--- src/design/sewc_cfg.svh ---
// Constants for the serial nonvolatile write-state control block.
// Assumes inclusion by bare name from design files; definitions only.
`ifndef SEWC_CFG_SVH
`define SEWC_CFG_SVH
`define SEWC_OP_WRITE_ENABLE 8'h06
`define SEWC_OP_WRITE_DISABLE 8'h04
`define SEWC_OP_STATUS_RD 8'h05
`define SEWC_OP_STATUS_WR 8'h01
`define SEWC_OP_READ 8'h03
`define SEWC_OP_WRITE 8'h02
`define SEWC_SR_BUSY_BIT 0
`define SEWC_SR_LATCH_BIT 1
`define SEWC_WSR_BITS 16
`define SEWC_WR_MIN_BITS 32
`define SEWC_WR_MAX_BITS 288
`define SEWC_PROG_TIME_US 5
`define SEWC_CLK_MHZ 100
`define SEWC_PROG_CYCLES (`SEWC_PROG_TIME_US * `SEWC_CLK_MHZ)
`endif

--- src/design/sewc_pkg.sv ---
// Types for the serial nonvolatile write-state control block.
// Assumes nothing beyond a SystemVerilog compiler.
package sewc_pkg;
  typedef enum logic [1:0] {SEWC_RESET, SEWC_STANDBY, SEWC_READY, SEWC_PROG} sewc_mode_e;
endpackage

--- src/design/sewc_top.sv ---
// Write-state control for a serial byte-addressed nonvolatile memory.
// Assumes rstn_i is the internal power-on reset; pins are asynchronous.
// Functional notes
// - Leaving power-on reset, enter standby, never an active or writing state.
// - Power-on reset reassertion drops to reset mode, abandoning current state.
// - Out of reset the write-enable latch is clear and standby holds.
// - Host selects first; device becomes ready only after chip select low.
// - Completed byte, page or status write clears the write-enable latch.
// - Programming begins on chip select rising after the correct bit count.
// - Array access during programming is ignored; programming runs to the end.
// - Unknown instruction: no action, serial output stays high impedance.
// - Write-enable command sets latch and status flag when select rises.
// - Write-disable command clears the write-enable latch.
// - During programming only the status read command is honoured.
// - Busy flag high during programming, low when ready.
`timescale 1ns/1ps
`default_nettype none
`include "sewc_cfg.svh"
module sewc_top #(
  parameter int PROG_CYCLES = `SEWC_PROG_CYCLES
) (
  // Clock and power-on reset
  input wire logic ref_clk_i,
  input wire logic rstn_i,
  // Serial link pins
  input wire logic cs_n_i,
  input wire logic sck_i,
  input wire logic si_i,
  output logic so_o,
  output logic so_oe_o,
  // State view
  output logic write_enable_latch_o,
  output logic busy_o,
  output logic ready_o,
  output logic prog_start_o
);
  logic cs_q;
  logic sck_q;
  logic si_q;
  logic sck_d_r;
  logic cs_d_r;
  logic [8:0] bits_r;
  logic [7:0] op_r;
  logic [7:0] sr_sh_r;
  logic [15:0] pcnt_r;
  logic write_enable_latch_r;
  logic [7:0] sr_now;
  logic is_write;
  sewc_pkg::sewc_mode_e mode_r;

  sewc_sync u_cs (.clk_i(ref_clk_i), .rstn_i(rstn_i), .pin_i(cs_n_i), .init_i(1'b1),
    .lvl_o(cs_q));
  sewc_sync u_sck (.clk_i(ref_clk_i), .rstn_i(rstn_i), .pin_i(sck_i), .init_i(1'b1),
    .lvl_o(sck_q));
  sewc_sync u_si (.clk_i(ref_clk_i), .rstn_i(rstn_i), .pin_i(si_i), .init_i(1'b1),
    .lvl_o(si_q));

  wire sck_rise = sck_q & ~sck_d_r;
  wire sck_fall = ~sck_q & sck_d_r;
  wire cs_rise = cs_q & ~cs_d_r;
  wire sel = ~cs_q;
  wire prog = (mode_r == sewc_pkg::SEWC_PROG);
  wire op_done = (bits_r == 9'h008);
  wire [7:0] op_now = op_r;
  wire wr_arr = (op_now == `SEWC_OP_WRITE) && (bits_r >= 9'(`SEWC_WR_MIN_BITS))
    && (bits_r[2:0] == 3'h0) && (bits_r <= 9'(`SEWC_WR_MAX_BITS));
  wire wr_sr = (op_now == `SEWC_OP_STATUS_WR) && (bits_r == 9'(`SEWC_WSR_BITS));
  assign is_write = write_enable_latch_r && (wr_arr || wr_sr);
  wire pdone = prog && (pcnt_r == 16'h0001);

  // Status byte as seen by the host: latch and busy flag, rest zero
  always_comb
  begin
    sr_now = 8'h00;
    sr_now[`SEWC_SR_LATCH_BIT] = write_enable_latch_r;
    sr_now[`SEWC_SR_BUSY_BIT] = prog;
  end

  // Edge history of synchronised pins
  always_ff @(posedge ref_clk_i or negedge rstn_i)
  begin
    if (!rstn_i)
    begin
      sck_d_r <= 1'b1; // Matches the synchroniser's reset level, no false rise
      cs_d_r <= 1'b1;
    end
    else
    begin
      sck_d_r <= sck_q;
      cs_d_r <= cs_q;
    end
  end

  // Bit counter and opcode shift; frame restarts on deselect
  always_ff @(posedge ref_clk_i or negedge rstn_i)
  begin
    if (!rstn_i)
    begin
      bits_r <= 9'h000;
      op_r <= 8'h00;
    end
    else if (!sel)
      bits_r <= 9'h000;
    else if (sck_rise)
    begin
      if (bits_r < 9'h008)
        op_r <= {op_r[6:0], si_q};
      if (bits_r != 9'h1FF)
        bits_r <= bits_r + 9'h001; // saturates, long frames never wrap to legal
    end
  end

  // Mode: standby after reset, ready once selected, programming after write
  always_ff @(posedge ref_clk_i or negedge rstn_i)
  begin
    if (!rstn_i)
      mode_r <= sewc_pkg::SEWC_RESET;
    else
    begin
      unique case (mode_r)
        sewc_pkg::SEWC_RESET: mode_r <= sewc_pkg::SEWC_STANDBY;
        sewc_pkg::SEWC_STANDBY: if (sel) mode_r <= sewc_pkg::SEWC_READY;
        sewc_pkg::SEWC_READY:
          if (cs_rise)
            mode_r <= is_write ? sewc_pkg::SEWC_PROG : sewc_pkg::SEWC_STANDBY;
        sewc_pkg::SEWC_PROG: if (pdone) mode_r <= sewc_pkg::SEWC_STANDBY;
      endcase
    end
  end

  // Programming timer runs to the end whatever the pins do
  always_ff @(posedge ref_clk_i or negedge rstn_i)
  begin
    if (!rstn_i)
      pcnt_r <= 16'h0000;
    else if (mode_r == sewc_pkg::SEWC_READY && cs_rise && is_write)
      pcnt_r <= 16'(PROG_CYCLES);
    else if (prog && pcnt_r != 16'h0000)
      pcnt_r <= pcnt_r - 16'h0001;
  end

  // Write-enable latch; clears after programming, commands ignored while busy
  always_ff @(posedge ref_clk_i or negedge rstn_i)
  begin
    if (!rstn_i)
      write_enable_latch_r <= 1'b0;
    else if (pdone)
      write_enable_latch_r <= 1'b0;
    else if (!prog && mode_r == sewc_pkg::SEWC_READY && cs_rise && op_done)
    begin
      if (op_now == `SEWC_OP_WRITE_ENABLE)
        write_enable_latch_r <= 1'b1;
      else if (op_now == `SEWC_OP_WRITE_DISABLE)
        write_enable_latch_r <= 1'b0;
    end
  end

  // Status read: drive on falling clock after opcode, only for known reads
  always_ff @(posedge ref_clk_i or negedge rstn_i)
  begin
    if (!rstn_i)
    begin
      so_oe_o <= 1'b0;
      so_o <= 1'b0;
      sr_sh_r <= 8'h00;
    end
    else if (!sel)
      so_oe_o <= 1'b0;
    else if (sck_fall && bits_r >= 9'h008 && op_now == `SEWC_OP_STATUS_RD)
    begin
      if (bits_r[2:0] == 3'h0)
      begin
        so_o <= sr_now[7]; // MSB must already stand at the first data rise
        sr_sh_r <= {sr_now[6:0], 1'b0};
      end
      else
      begin
        so_o <= sr_sh_r[7];
        sr_sh_r <= {sr_sh_r[6:0], 1'b0};
      end
      so_oe_o <= 1'b1;
    end
    else if (sck_fall && op_now != `SEWC_OP_STATUS_RD)
      so_oe_o <= 1'b0;
  end

  // Registered state view
  always_ff @(posedge ref_clk_i or negedge rstn_i)
  begin
    if (!rstn_i)
    begin
      write_enable_latch_o <= 1'b0;
      busy_o <= 1'b0;
      ready_o <= 1'b0;
      prog_start_o <= 1'b0;
    end
    else
    begin
      write_enable_latch_o <= write_enable_latch_r;
      busy_o <= prog;
      ready_o <= (mode_r == sewc_pkg::SEWC_READY);
      prog_start_o <= (mode_r == sewc_pkg::SEWC_READY) && cs_rise && is_write;
    end
  end

  AST_RESET_STANDBY: assert property (@(posedge ref_clk_i) disable iff (!rstn_i)
    mode_r == sewc_pkg::SEWC_RESET |=> mode_r == sewc_pkg::SEWC_STANDBY)
    else $error("reset did not lead to standby");
  AST_NO_LATCH_OUT_RESET: assert property (@(posedge ref_clk_i) disable iff (!rstn_i)
    mode_r == sewc_pkg::SEWC_RESET |-> !write_enable_latch_r)
    else $error("latch set at reset exit");
  AST_PROG_NEEDS_LATCH: assert property (@(posedge ref_clk_i) disable iff (!rstn_i)
    $rose(prog) |-> $past(write_enable_latch_r))
    else $error("programming without write enable");
  AST_READY_NEEDS_SEL: assert property (@(posedge ref_clk_i) disable iff (!rstn_i)
    $rose(mode_r == sewc_pkg::SEWC_READY) |-> $past(sel))
    else $error("ready without select");
  AST_LATCH_CLEARS: assert property (@(posedge ref_clk_i) disable iff (!rstn_i)
    pdone |=> !write_enable_latch_r && mode_r == sewc_pkg::SEWC_STANDBY)
    else $error("latch not cleared after write");
  AST_PROG_ON_CS: assert property (@(posedge ref_clk_i) disable iff (!rstn_i)
    $rose(prog) |-> $past(cs_rise))
    else $error("programming began without select rise");
  AST_PROG_HOLDS: assert property (@(posedge ref_clk_i) disable iff (!rstn_i)
    $rose(prog) |-> prog [*8])
    else $error("programming cut short");
  AST_BAD_OP_QUIET: assert property (@(posedge ref_clk_i) disable iff (!rstn_i)
    so_oe_o |-> op_r == `SEWC_OP_STATUS_RD)
    else $error("output driven for other opcode");
  AST_LATCH_STABLE_PROG: assert property (@(posedge ref_clk_i) disable iff (!rstn_i)
    prog && !pdone |=> $stable(write_enable_latch_r))
    else $error("latch changed during programming");
  AST_BUSY_FLAG: assert property (@(posedge ref_clk_i) disable iff (!rstn_i)
    ##1 busy_o == $past(prog))
    else $error("busy flag wrong");
  AST_NO_SHORT_PROG: assert property (@(posedge ref_clk_i) disable iff (!rstn_i)
    cs_rise && !is_write |=> !prog || $past(prog))
    else $error("programming from bad count");
  AST_LATCH_SET: assert property (@(posedge ref_clk_i) disable iff (!rstn_i)
    $rose(write_enable_latch_r) |-> $past(cs_rise && op_r == `SEWC_OP_WRITE_ENABLE))
    else $error("latch set without command");

  COV_WRITE_ENABLE: cover property (@(posedge ref_clk_i) $rose(write_enable_latch_r));
  COV_PROG: cover property (@(posedge ref_clk_i) $rose(prog));
  COV_DONE: cover property (@(posedge ref_clk_i) pdone);
  COV_SR_READ: cover property (@(posedge ref_clk_i) so_oe_o && prog);
endmodule
`default_nettype wire

--- src/design/sewc_sync.sv ---
// Three-stage synchroniser with agree-filter for one pin input.
// Assumes the pin is asynchronous to clk_i.
`timescale 1ns/1ps
`default_nettype none
module sewc_sync (
  // Clock and reset
  input wire logic clk_i,
  input wire logic rstn_i,
  // Pin and filtered level
  input wire logic pin_i,
  input wire logic init_i,
  output logic lvl_o
);
  logic s1_r;
  logic s2_r;
  logic s3_r;

  // Chain; the first stage feeds only the second
  always_ff @(posedge clk_i or negedge rstn_i)
  begin
    if (!rstn_i)
    begin
      s1_r <= 1'b1;
      s2_r <= 1'b1;
      s3_r <= 1'b1;
    end
    else
    begin
      s1_r <= pin_i;
      s2_r <= s1_r;
      s3_r <= s2_r;
    end
  end

  // Level only moves when the two later stages agree
  always_ff @(posedge clk_i or negedge rstn_i)
  begin
    if (!rstn_i)
      lvl_o <= 1'b1;
    else if (s2_r == s3_r)
      lvl_o <= s3_r;
  end

  logic unused_init;
  assign unused_init = init_i;
endmodule
`default_nettype wire

--- config.mk ---
export PLATFORM = sky130hd
export DESIGN_NAME = sewc_top
export DESIGN_NICKNAME = d
export VERILOG_FILES = /design/src/design/sewc_pkg.sv /design/src/design/sewc_top.sv /design/src/design/sewc_sync.sv
export VERILOG_INCLUDE_DIRS = /design/src /design/src/design
export SDC_FILE = /design/constraint.sdc
export NUM_CORES = 1
export LEC_CHECK = 0
export BUFFER_PORTS_ARGS = -buffer_cell sky130_fd_sc_hd__buf_2
export CORE_MARGIN = 2
export CORE_UTILIZATION = 61
export CTS_CLUSTER_SIZE = 25
export DETAILED_ROUTE_END_ITERATION = 6
export GPL_TIMING_DRIVEN = 0
export PLACE_DENSITY = 0.79
export SYNTH_ARGS = -nofsm -noshare
export SYNTH_HDL_FRONTEND = slang
export SYNTH_SLANG_ARGS = --single-unit
--- constraint.sdc ---
create_clock -name ref_clk_i -period 2.9 [get_ports ref_clk_i]
set_input_delay 0.145 -clock ref_clk_i [delete_from_list [all_inputs] [get_ports ref_clk_i]]
set_output_delay 0.145 -clock ref_clk_i [all_outputs]
set_load 0.03 [all_outputs]
# == Yosys cells after proc, flatten, opt, wreduce, memory -nomap -nowiden ==
# Index checks and enable logic that the tools add are counted.
# word_totals
reg_bits,64
latch_bits,0
ram_bits,0
mem_bits_ro,0
word_cells,108
n_memories,0
# op_classes
add_sub_neg,2
n_mul,0
div_mod_pow,0
magnitude_cmp,4
n_eq_ne,19
n_shift,0
muxes,19
bitwise_logic,7
reduce_logical,31
# ops
operator,count
$mux W16,2
$mux W9,3
$eq A8 B3 Y1 const B,3
$eq A16 B1 Y1 const B,1
$reduce_bool A16 Y1,1
$sub A16 B1 Y16 const B,1
$logic_and A1 B1 Y1,15
$add A9 B1 Y9 const B,1
$eq A9 B4 Y1 const B,1
$eq A9 B5 Y1 const B,1
$ge A9 B4 Y1 const B,1
$ge A9 B6 Y1 const B,1
$le A9 B9 Y1 const B,1
$lt A9 B4 Y1 const B,1
$ne A9 B9 Y1 const B,1
$eq A8 B1 Y1 const B,1
$eq A8 B2 Y1 const B,1
$mux W1,8
$mux W2,4
$mux W8,1
$ne A8 B3 Y1 const B,1
$pmux W2 S4,1
$reduce_bool A2 Y1,4
$reduce_and A2 Y1,3
13 further kinds,24

# == Depth between registers and ports, before layout ==
# logic_depth
word_depth,9
depth_mapped,10

# == Hierarchy ==
# A second synthesis with hierarchy kept.
# unflattened
cells_unflattened,255
area_unflattened_um2,3024.2
# modules_own_cells
mod,instances,cells_per_inst,area_per_inst_um2
sewc_top,1,240,2675.1
sewc_sync,3,5,116.4

# == Worst setup path after synthesis ==
# No wires, ideal clock.
# synth_path
path_kind,reg-to-reg
from,reg bits_r[3]
to,reg bits_r[5]
setup_time_ns,0.132
arrival_time_ns,2.155
required_ns,2.768
slack_ns,0.613
stages_incl_launch_ff,11
synth_period_minus_slack_ns,2.287
path_cell_list,dfrtp_1 > clkbuf_2 > and3_1 > nand2_1 > nor2_1 > ha_1 > nor3b_1 > nand4_1 > nor2_1 > xnor2_1 > nor2_1
# synth_between
elab_chain_len,4
elab_cells_between_ends,7
classes_between,1 x add/sub; 1 x eq/ne; 3 x mux; 2 x reduce/logical
# synth_lines
item,line_no,text
start: declaration,sewc_top.sv:42,logic [8:0] bits_r;
start signal: assignment,sewc_top.sv:109,bits_r <= bits_r + 9'h001;
$add A9 B1 Y9,sewc_top.sv:109,
$mux W9,sewc_top.sv:108,if (bits_r != 9'h1FF)
$mux W9,sewc_top.sv:104,else if (sck_rise)
$mux W9,sewc_top.sv:102,else if (!sel)
# Parallel ways exist; a longest one is shown, timed or not. The select of a mux whose other input is x is not followed.
# A chain may end at the register's enable or synchronous reset.

# == Worst setup path in the final report ==
# layout_path
from,"reg op_r[3], in the netlist op_now[3]"
to,reg sr_sh_r[2]
# layout_between
elab_chain_len,3
# layout_lines
item,line_no,text
start: declaration,sewc_top.sv:43,logic [7:0] op_r;
start signal: assignment,sewc_top.sv:107,"op_r <= {op_r[6:0], si_q};"
$eq A8 B3 Y1 (no line),-,
$logic_and A1 B1 Y1 (no line),-,
$reduce_and A2 Y1 (no line),-,
end signal: assignment,sewc_top.sv:174,"sr_sh_r <= {sr_now[6:0], 1'b0};"
end signal: assignment,sewc_top.sv:179,"sr_sh_r <= {sr_sh_r[6:0], 1'b0};"
end: declaration,sewc_top.sv:44,logic [7:0] sr_sh_r;
# Every way passes these cells.

==> qor.yml <==
yosys:
  syn_area_sq_um: 2950
  synthFlopType: "dfrtp_1"
  synth_cell_type_count: 50
  ys_warn_count: 0
  synth_seq_cells: 63
  syn_inst: 258
  syn_area_per_cell_sq_um: 11.4
  synth_nets: 271
  synth_edf_count: 0
  synth_seq_area_share_pct: 54.1
  synthArstFlopShare_pct: 100
power:
  peakVddDrop_uv: 428
  p_leak_nw: 1.56
  p_seq_share_pct: 46.0
  swShare_pct: 25.9
  p_sw_w: 0.000596
  power_frac_clock_pct: 37.1
  p_comb_share_pct: 16.9
  p_int_w: 0.00171
  p_per_area_nw_per_um2: 690
cells_and_area:
  syn2layout_area_growth_pct: 13.2
  drive_gt1_share_pct: 21.2
  final_area_sq_um: 3340
  num_antenna_cells: 0
  nNetsFinal: 296
  final_cells: 342
place:
  portBuffers: 10
  placed_cells: 322
  place_congestion: 0.804
  place_area_sq_um: 3070
  pre_cts_slack_ns: 0.273
  dp_hpwl_um: 3500
sta:
  final.setup.tns_ns: 0
  rsz0062_at_grt: "no"
  fin_hold_ws_ns: 0.356
  setup_viol_count_final: 0
  finalCriticalPeriod_ns: 2.50
  final-hold-violation-count: 0
  setup_slack_ns: 0.397
  fin_crit_sh_pct: 86.3
  fmax_mhz: 399
  fin_skew_ns: 0.00772
  maxSlewHeadroom_pct: 32.2
  worst-slew-pin-transition_ns: 1.01
  slew_violations: 0
setup_path:
  worstSetupStartpointType: "register"
  cp_top_family: "simple AND/OR/NAND/NOR gates"
  crit_chain: "or4_1, nor3b_1, nand3b_1, nor3_4, mux2_2"
  crit_required_ns: 3.13
  cpMaxStageDelayCell: "or4_1"
  r2r_setup_slack_ns: 0.40
  endpoint_kind: "register"
  cpPeakStageDelay_ns: 0.57
  cp.arrival_ns: 2.73
  worst-path-buf-inv: 0
  cp_max_fo: 8
  crit_type: "register to register"
clocking:
  cts_made_buffers: 9
  cts_max_path_buffers: 2
  cts_root_buf: "clkbuf_8"
  cts_tree: "built"
  clk_pin_slew_ns: 0.07
  cts_sinks: 63
  cts-htree-levels: 3
  clk-insertion-delay-late_ns: 0.34
  cts_setup_buffers: 0
route:
  routed_wl_um: 5230
  met1_length_um: 2400
  drc: 0
  post_drt_via_cell_ratio: 5.82
  routedWlPerCell_um: 15.3
  wl_met2_um: 2510
  highest_layer: "met4"
  dr_wl_met3_um: 201
  postRouteAntennaNets: 0
  firstDrtPassIters: 4
  drt-initial-drc-count: 142
  via_count: 1990
grt:
  grt_max_degree: 64
  grt_pass1_wl_um: 8940
  grt_usage_pct: 22.1
  antenna_found_initial: 0
  grt_overflow: 0
  grt_pass1_vias: 1972
floorplan:
  dieArea_sq_um: 5410
  die_x_um: 73.5
  fp.dieH_um: 73.5
  coreArea_sq_um: 4690
  io_pins: 11
  start_util_pct: 62.9
  rows: 25
run:
  cap_violations: 0
outcome:
  status: "finished clean"
min_path:
  hp-class: "register to register"
[logic make-up after synthesis]
logic type	Yosys count	share of synthesized area [%]
adders and majority gates	11	4.41
muxes	22	8.95
xor gates and xnor gates	15	4.45
AOI/OAI and AO/OA	23	5.43
and+or+nand+nor	100	19.3
DFF	63	54.1
buffers and inverters	24	3.44
[Yosys cell counts, types with 2 or more instances]
library cell   n  share of area [%]
a211o_1        3               0.89
a21oi_1        8                1.4
a311oi_1       2               0.59
buf_2          2               0.34
clkbuf_1       2               0.25
dfrtp_1       49                 42
dfstp_2       14                 12
ha_1           8                3.4
inv_1         17                2.2
maj3_1         3                1.0
mux2_2         3                1.1
mux2_4         8                4.1
mux2i_1       11                3.7
nand2_1       14                1.8
nand2b_1       5                1.1
nand3_1        8                1.4
nand3b_1       3               0.76
nand4_1        5                1.1
nor2_1        29                3.7
nor2b_1        3               0.64
nor3_1         5               0.85
nor3b_1        2               0.51
nor4_1         4               0.85
nor4b_1        5                1.5
o21ai_0        2               0.34
or3_1          2               0.42
or4_1          4                1.0
or4_4          2               0.76
xnor2_1        7                2.1
xor2_1         8                2.4
[final cells by class]
cell class / instances / area [sq um]
Sequential cell: 63 / 1590
Fill cell: 323 / 1350
Multi-Input combinational cell: 171 / 1260
Clock buffer: 13 / 159
Timing Repair Buffer: 14 / 92.6
Tap cell: 54 / 67.6
Clock inverter: 3 / 65.1
Inverter: 17 / 63.8
Buffer: 7 / 37.5
[flip-flops by register name (all words and copies together) (netlist names), 2 cells and up]
register	count
pcnt_r	16
bits_r	9
op_now	8
sr_sh_r	7
mode_r	2
[worst paths after layout]
check	start	to	depth (start not counted)
max in group asynchronous	rstn_i	pcnt_r[15]$_DFFE_PN0P_	2
worst max-delay path	op_now[3]$_DFFE_PN0P_	sr_sh_r[2]$_DFFE_PN0P_	5
worst max register to register	op_now[3]$_DFFE_PN0P_	sr_sh_r[2]$_DFFE_PN0P_	5
min in group asynchronous	rstn_i	bits_r[3]$_DFFE_PN0P_	2
worst min-delay path	u_sck.s1_r$_DFF_PN1_	u_sck.s2_r$_DFF_PN1_	0
worst min register to register	u_sck.s1_r$_DFF_PN1_	u_sck.s2_r$_DFF_PN1_	0
[layout by cell type, fill, tap and decap left out, types with 3 or more instances in the layout]
| master | netlist | final |
|---|---|---|
| nor4_1 | 4 | 4 |
| nor4b_1 | 5 | 5 |
| or4_1 | 4 | 4 |
| nand2_1 | 14 | 14 |
| nor2b_1 | 3 | 3 |
| ha_1 | 8 | 8 |
| inv_1 | 17 | 17 |
| a211o_1 | 3 | 3 |
| mux2_4 | 8 | 8 |
| xor2_1 | 8 | 8 |
| clkbuf_1 | 2 | 4 |
| mux2i_1 | 11 | 11 |
| dlygate4sd3_1 | 0 | 4 |
| nand4_1 | 5 | 5 |
| a21oi_1 | 8 | 8 |
| dfstp_2 | 14 | 14 |
| nor3_1 | 5 | 5 |
| clkbuf_8 | 0 | 11 |
| buf_2 | 2 | 11 |
| maj3_1 | 3 | 3 |
| xnor2_1 | 7 | 7 |
| nand2b_1 | 5 | 5 |
| nand3_1 | 8 | 8 |
| dfrtp_1 | 49 | 49 |
| nand3b_1 | 3 | 3 |
| nor2_1 | 29 | 29 |
| mux2_2 | 3 | 3 |
[metrics by stage]
step	total power (W)	util, %
4_1_cts	0.00231	70.8
3_5_place_dp	0.00146	65.4
6_report	0.00230	71.1
2_1_floorplan	0.00135	-
5_1_grt	0.00241	71.1
3_3_place_gp	0.00143	65.4
[routing by layer]
layer	vias to the layer above	track usage [%]
met5	-	0
met4	0	11.9
met3	12	5.21
met2	49	35.2
met1	980	28.0
li1	949	-
[repair_timing]
action                                  in CTS  in global routing
endpoints found under the setup margin       0                  2
hold buffers                                 3                  1
resized for setup                            0                  1
endpoints found under the hold margin        3                 49
[power groups by stage]
| stage | Sequential (W) | Clock [W] | Combinational (W) |
|---|---|---|---|
| floorplan | 0.00107 | 0 | 0.000282 |
| global placement | 0.00107 | 0 | 0.000365 |
| detailed placement | 0.00108 | 0 | 0.000382 |
| CTS | 0.00106 | 0.000864 | 0.000391 |
| global route | 0.00107 | 0.000911 | 0.000426 |
| finish | 0.00106 | 0.000853 | 0.000389 |
[worst register-to-register path, delay by kind of cell (launching register included)]
family	cells	cell delay, ns
muxes	1	0.40
and+or+nand+nor	4	1.60
DFF	1	0.39
No activity file was read; power rests on OpenSTA's default activity.
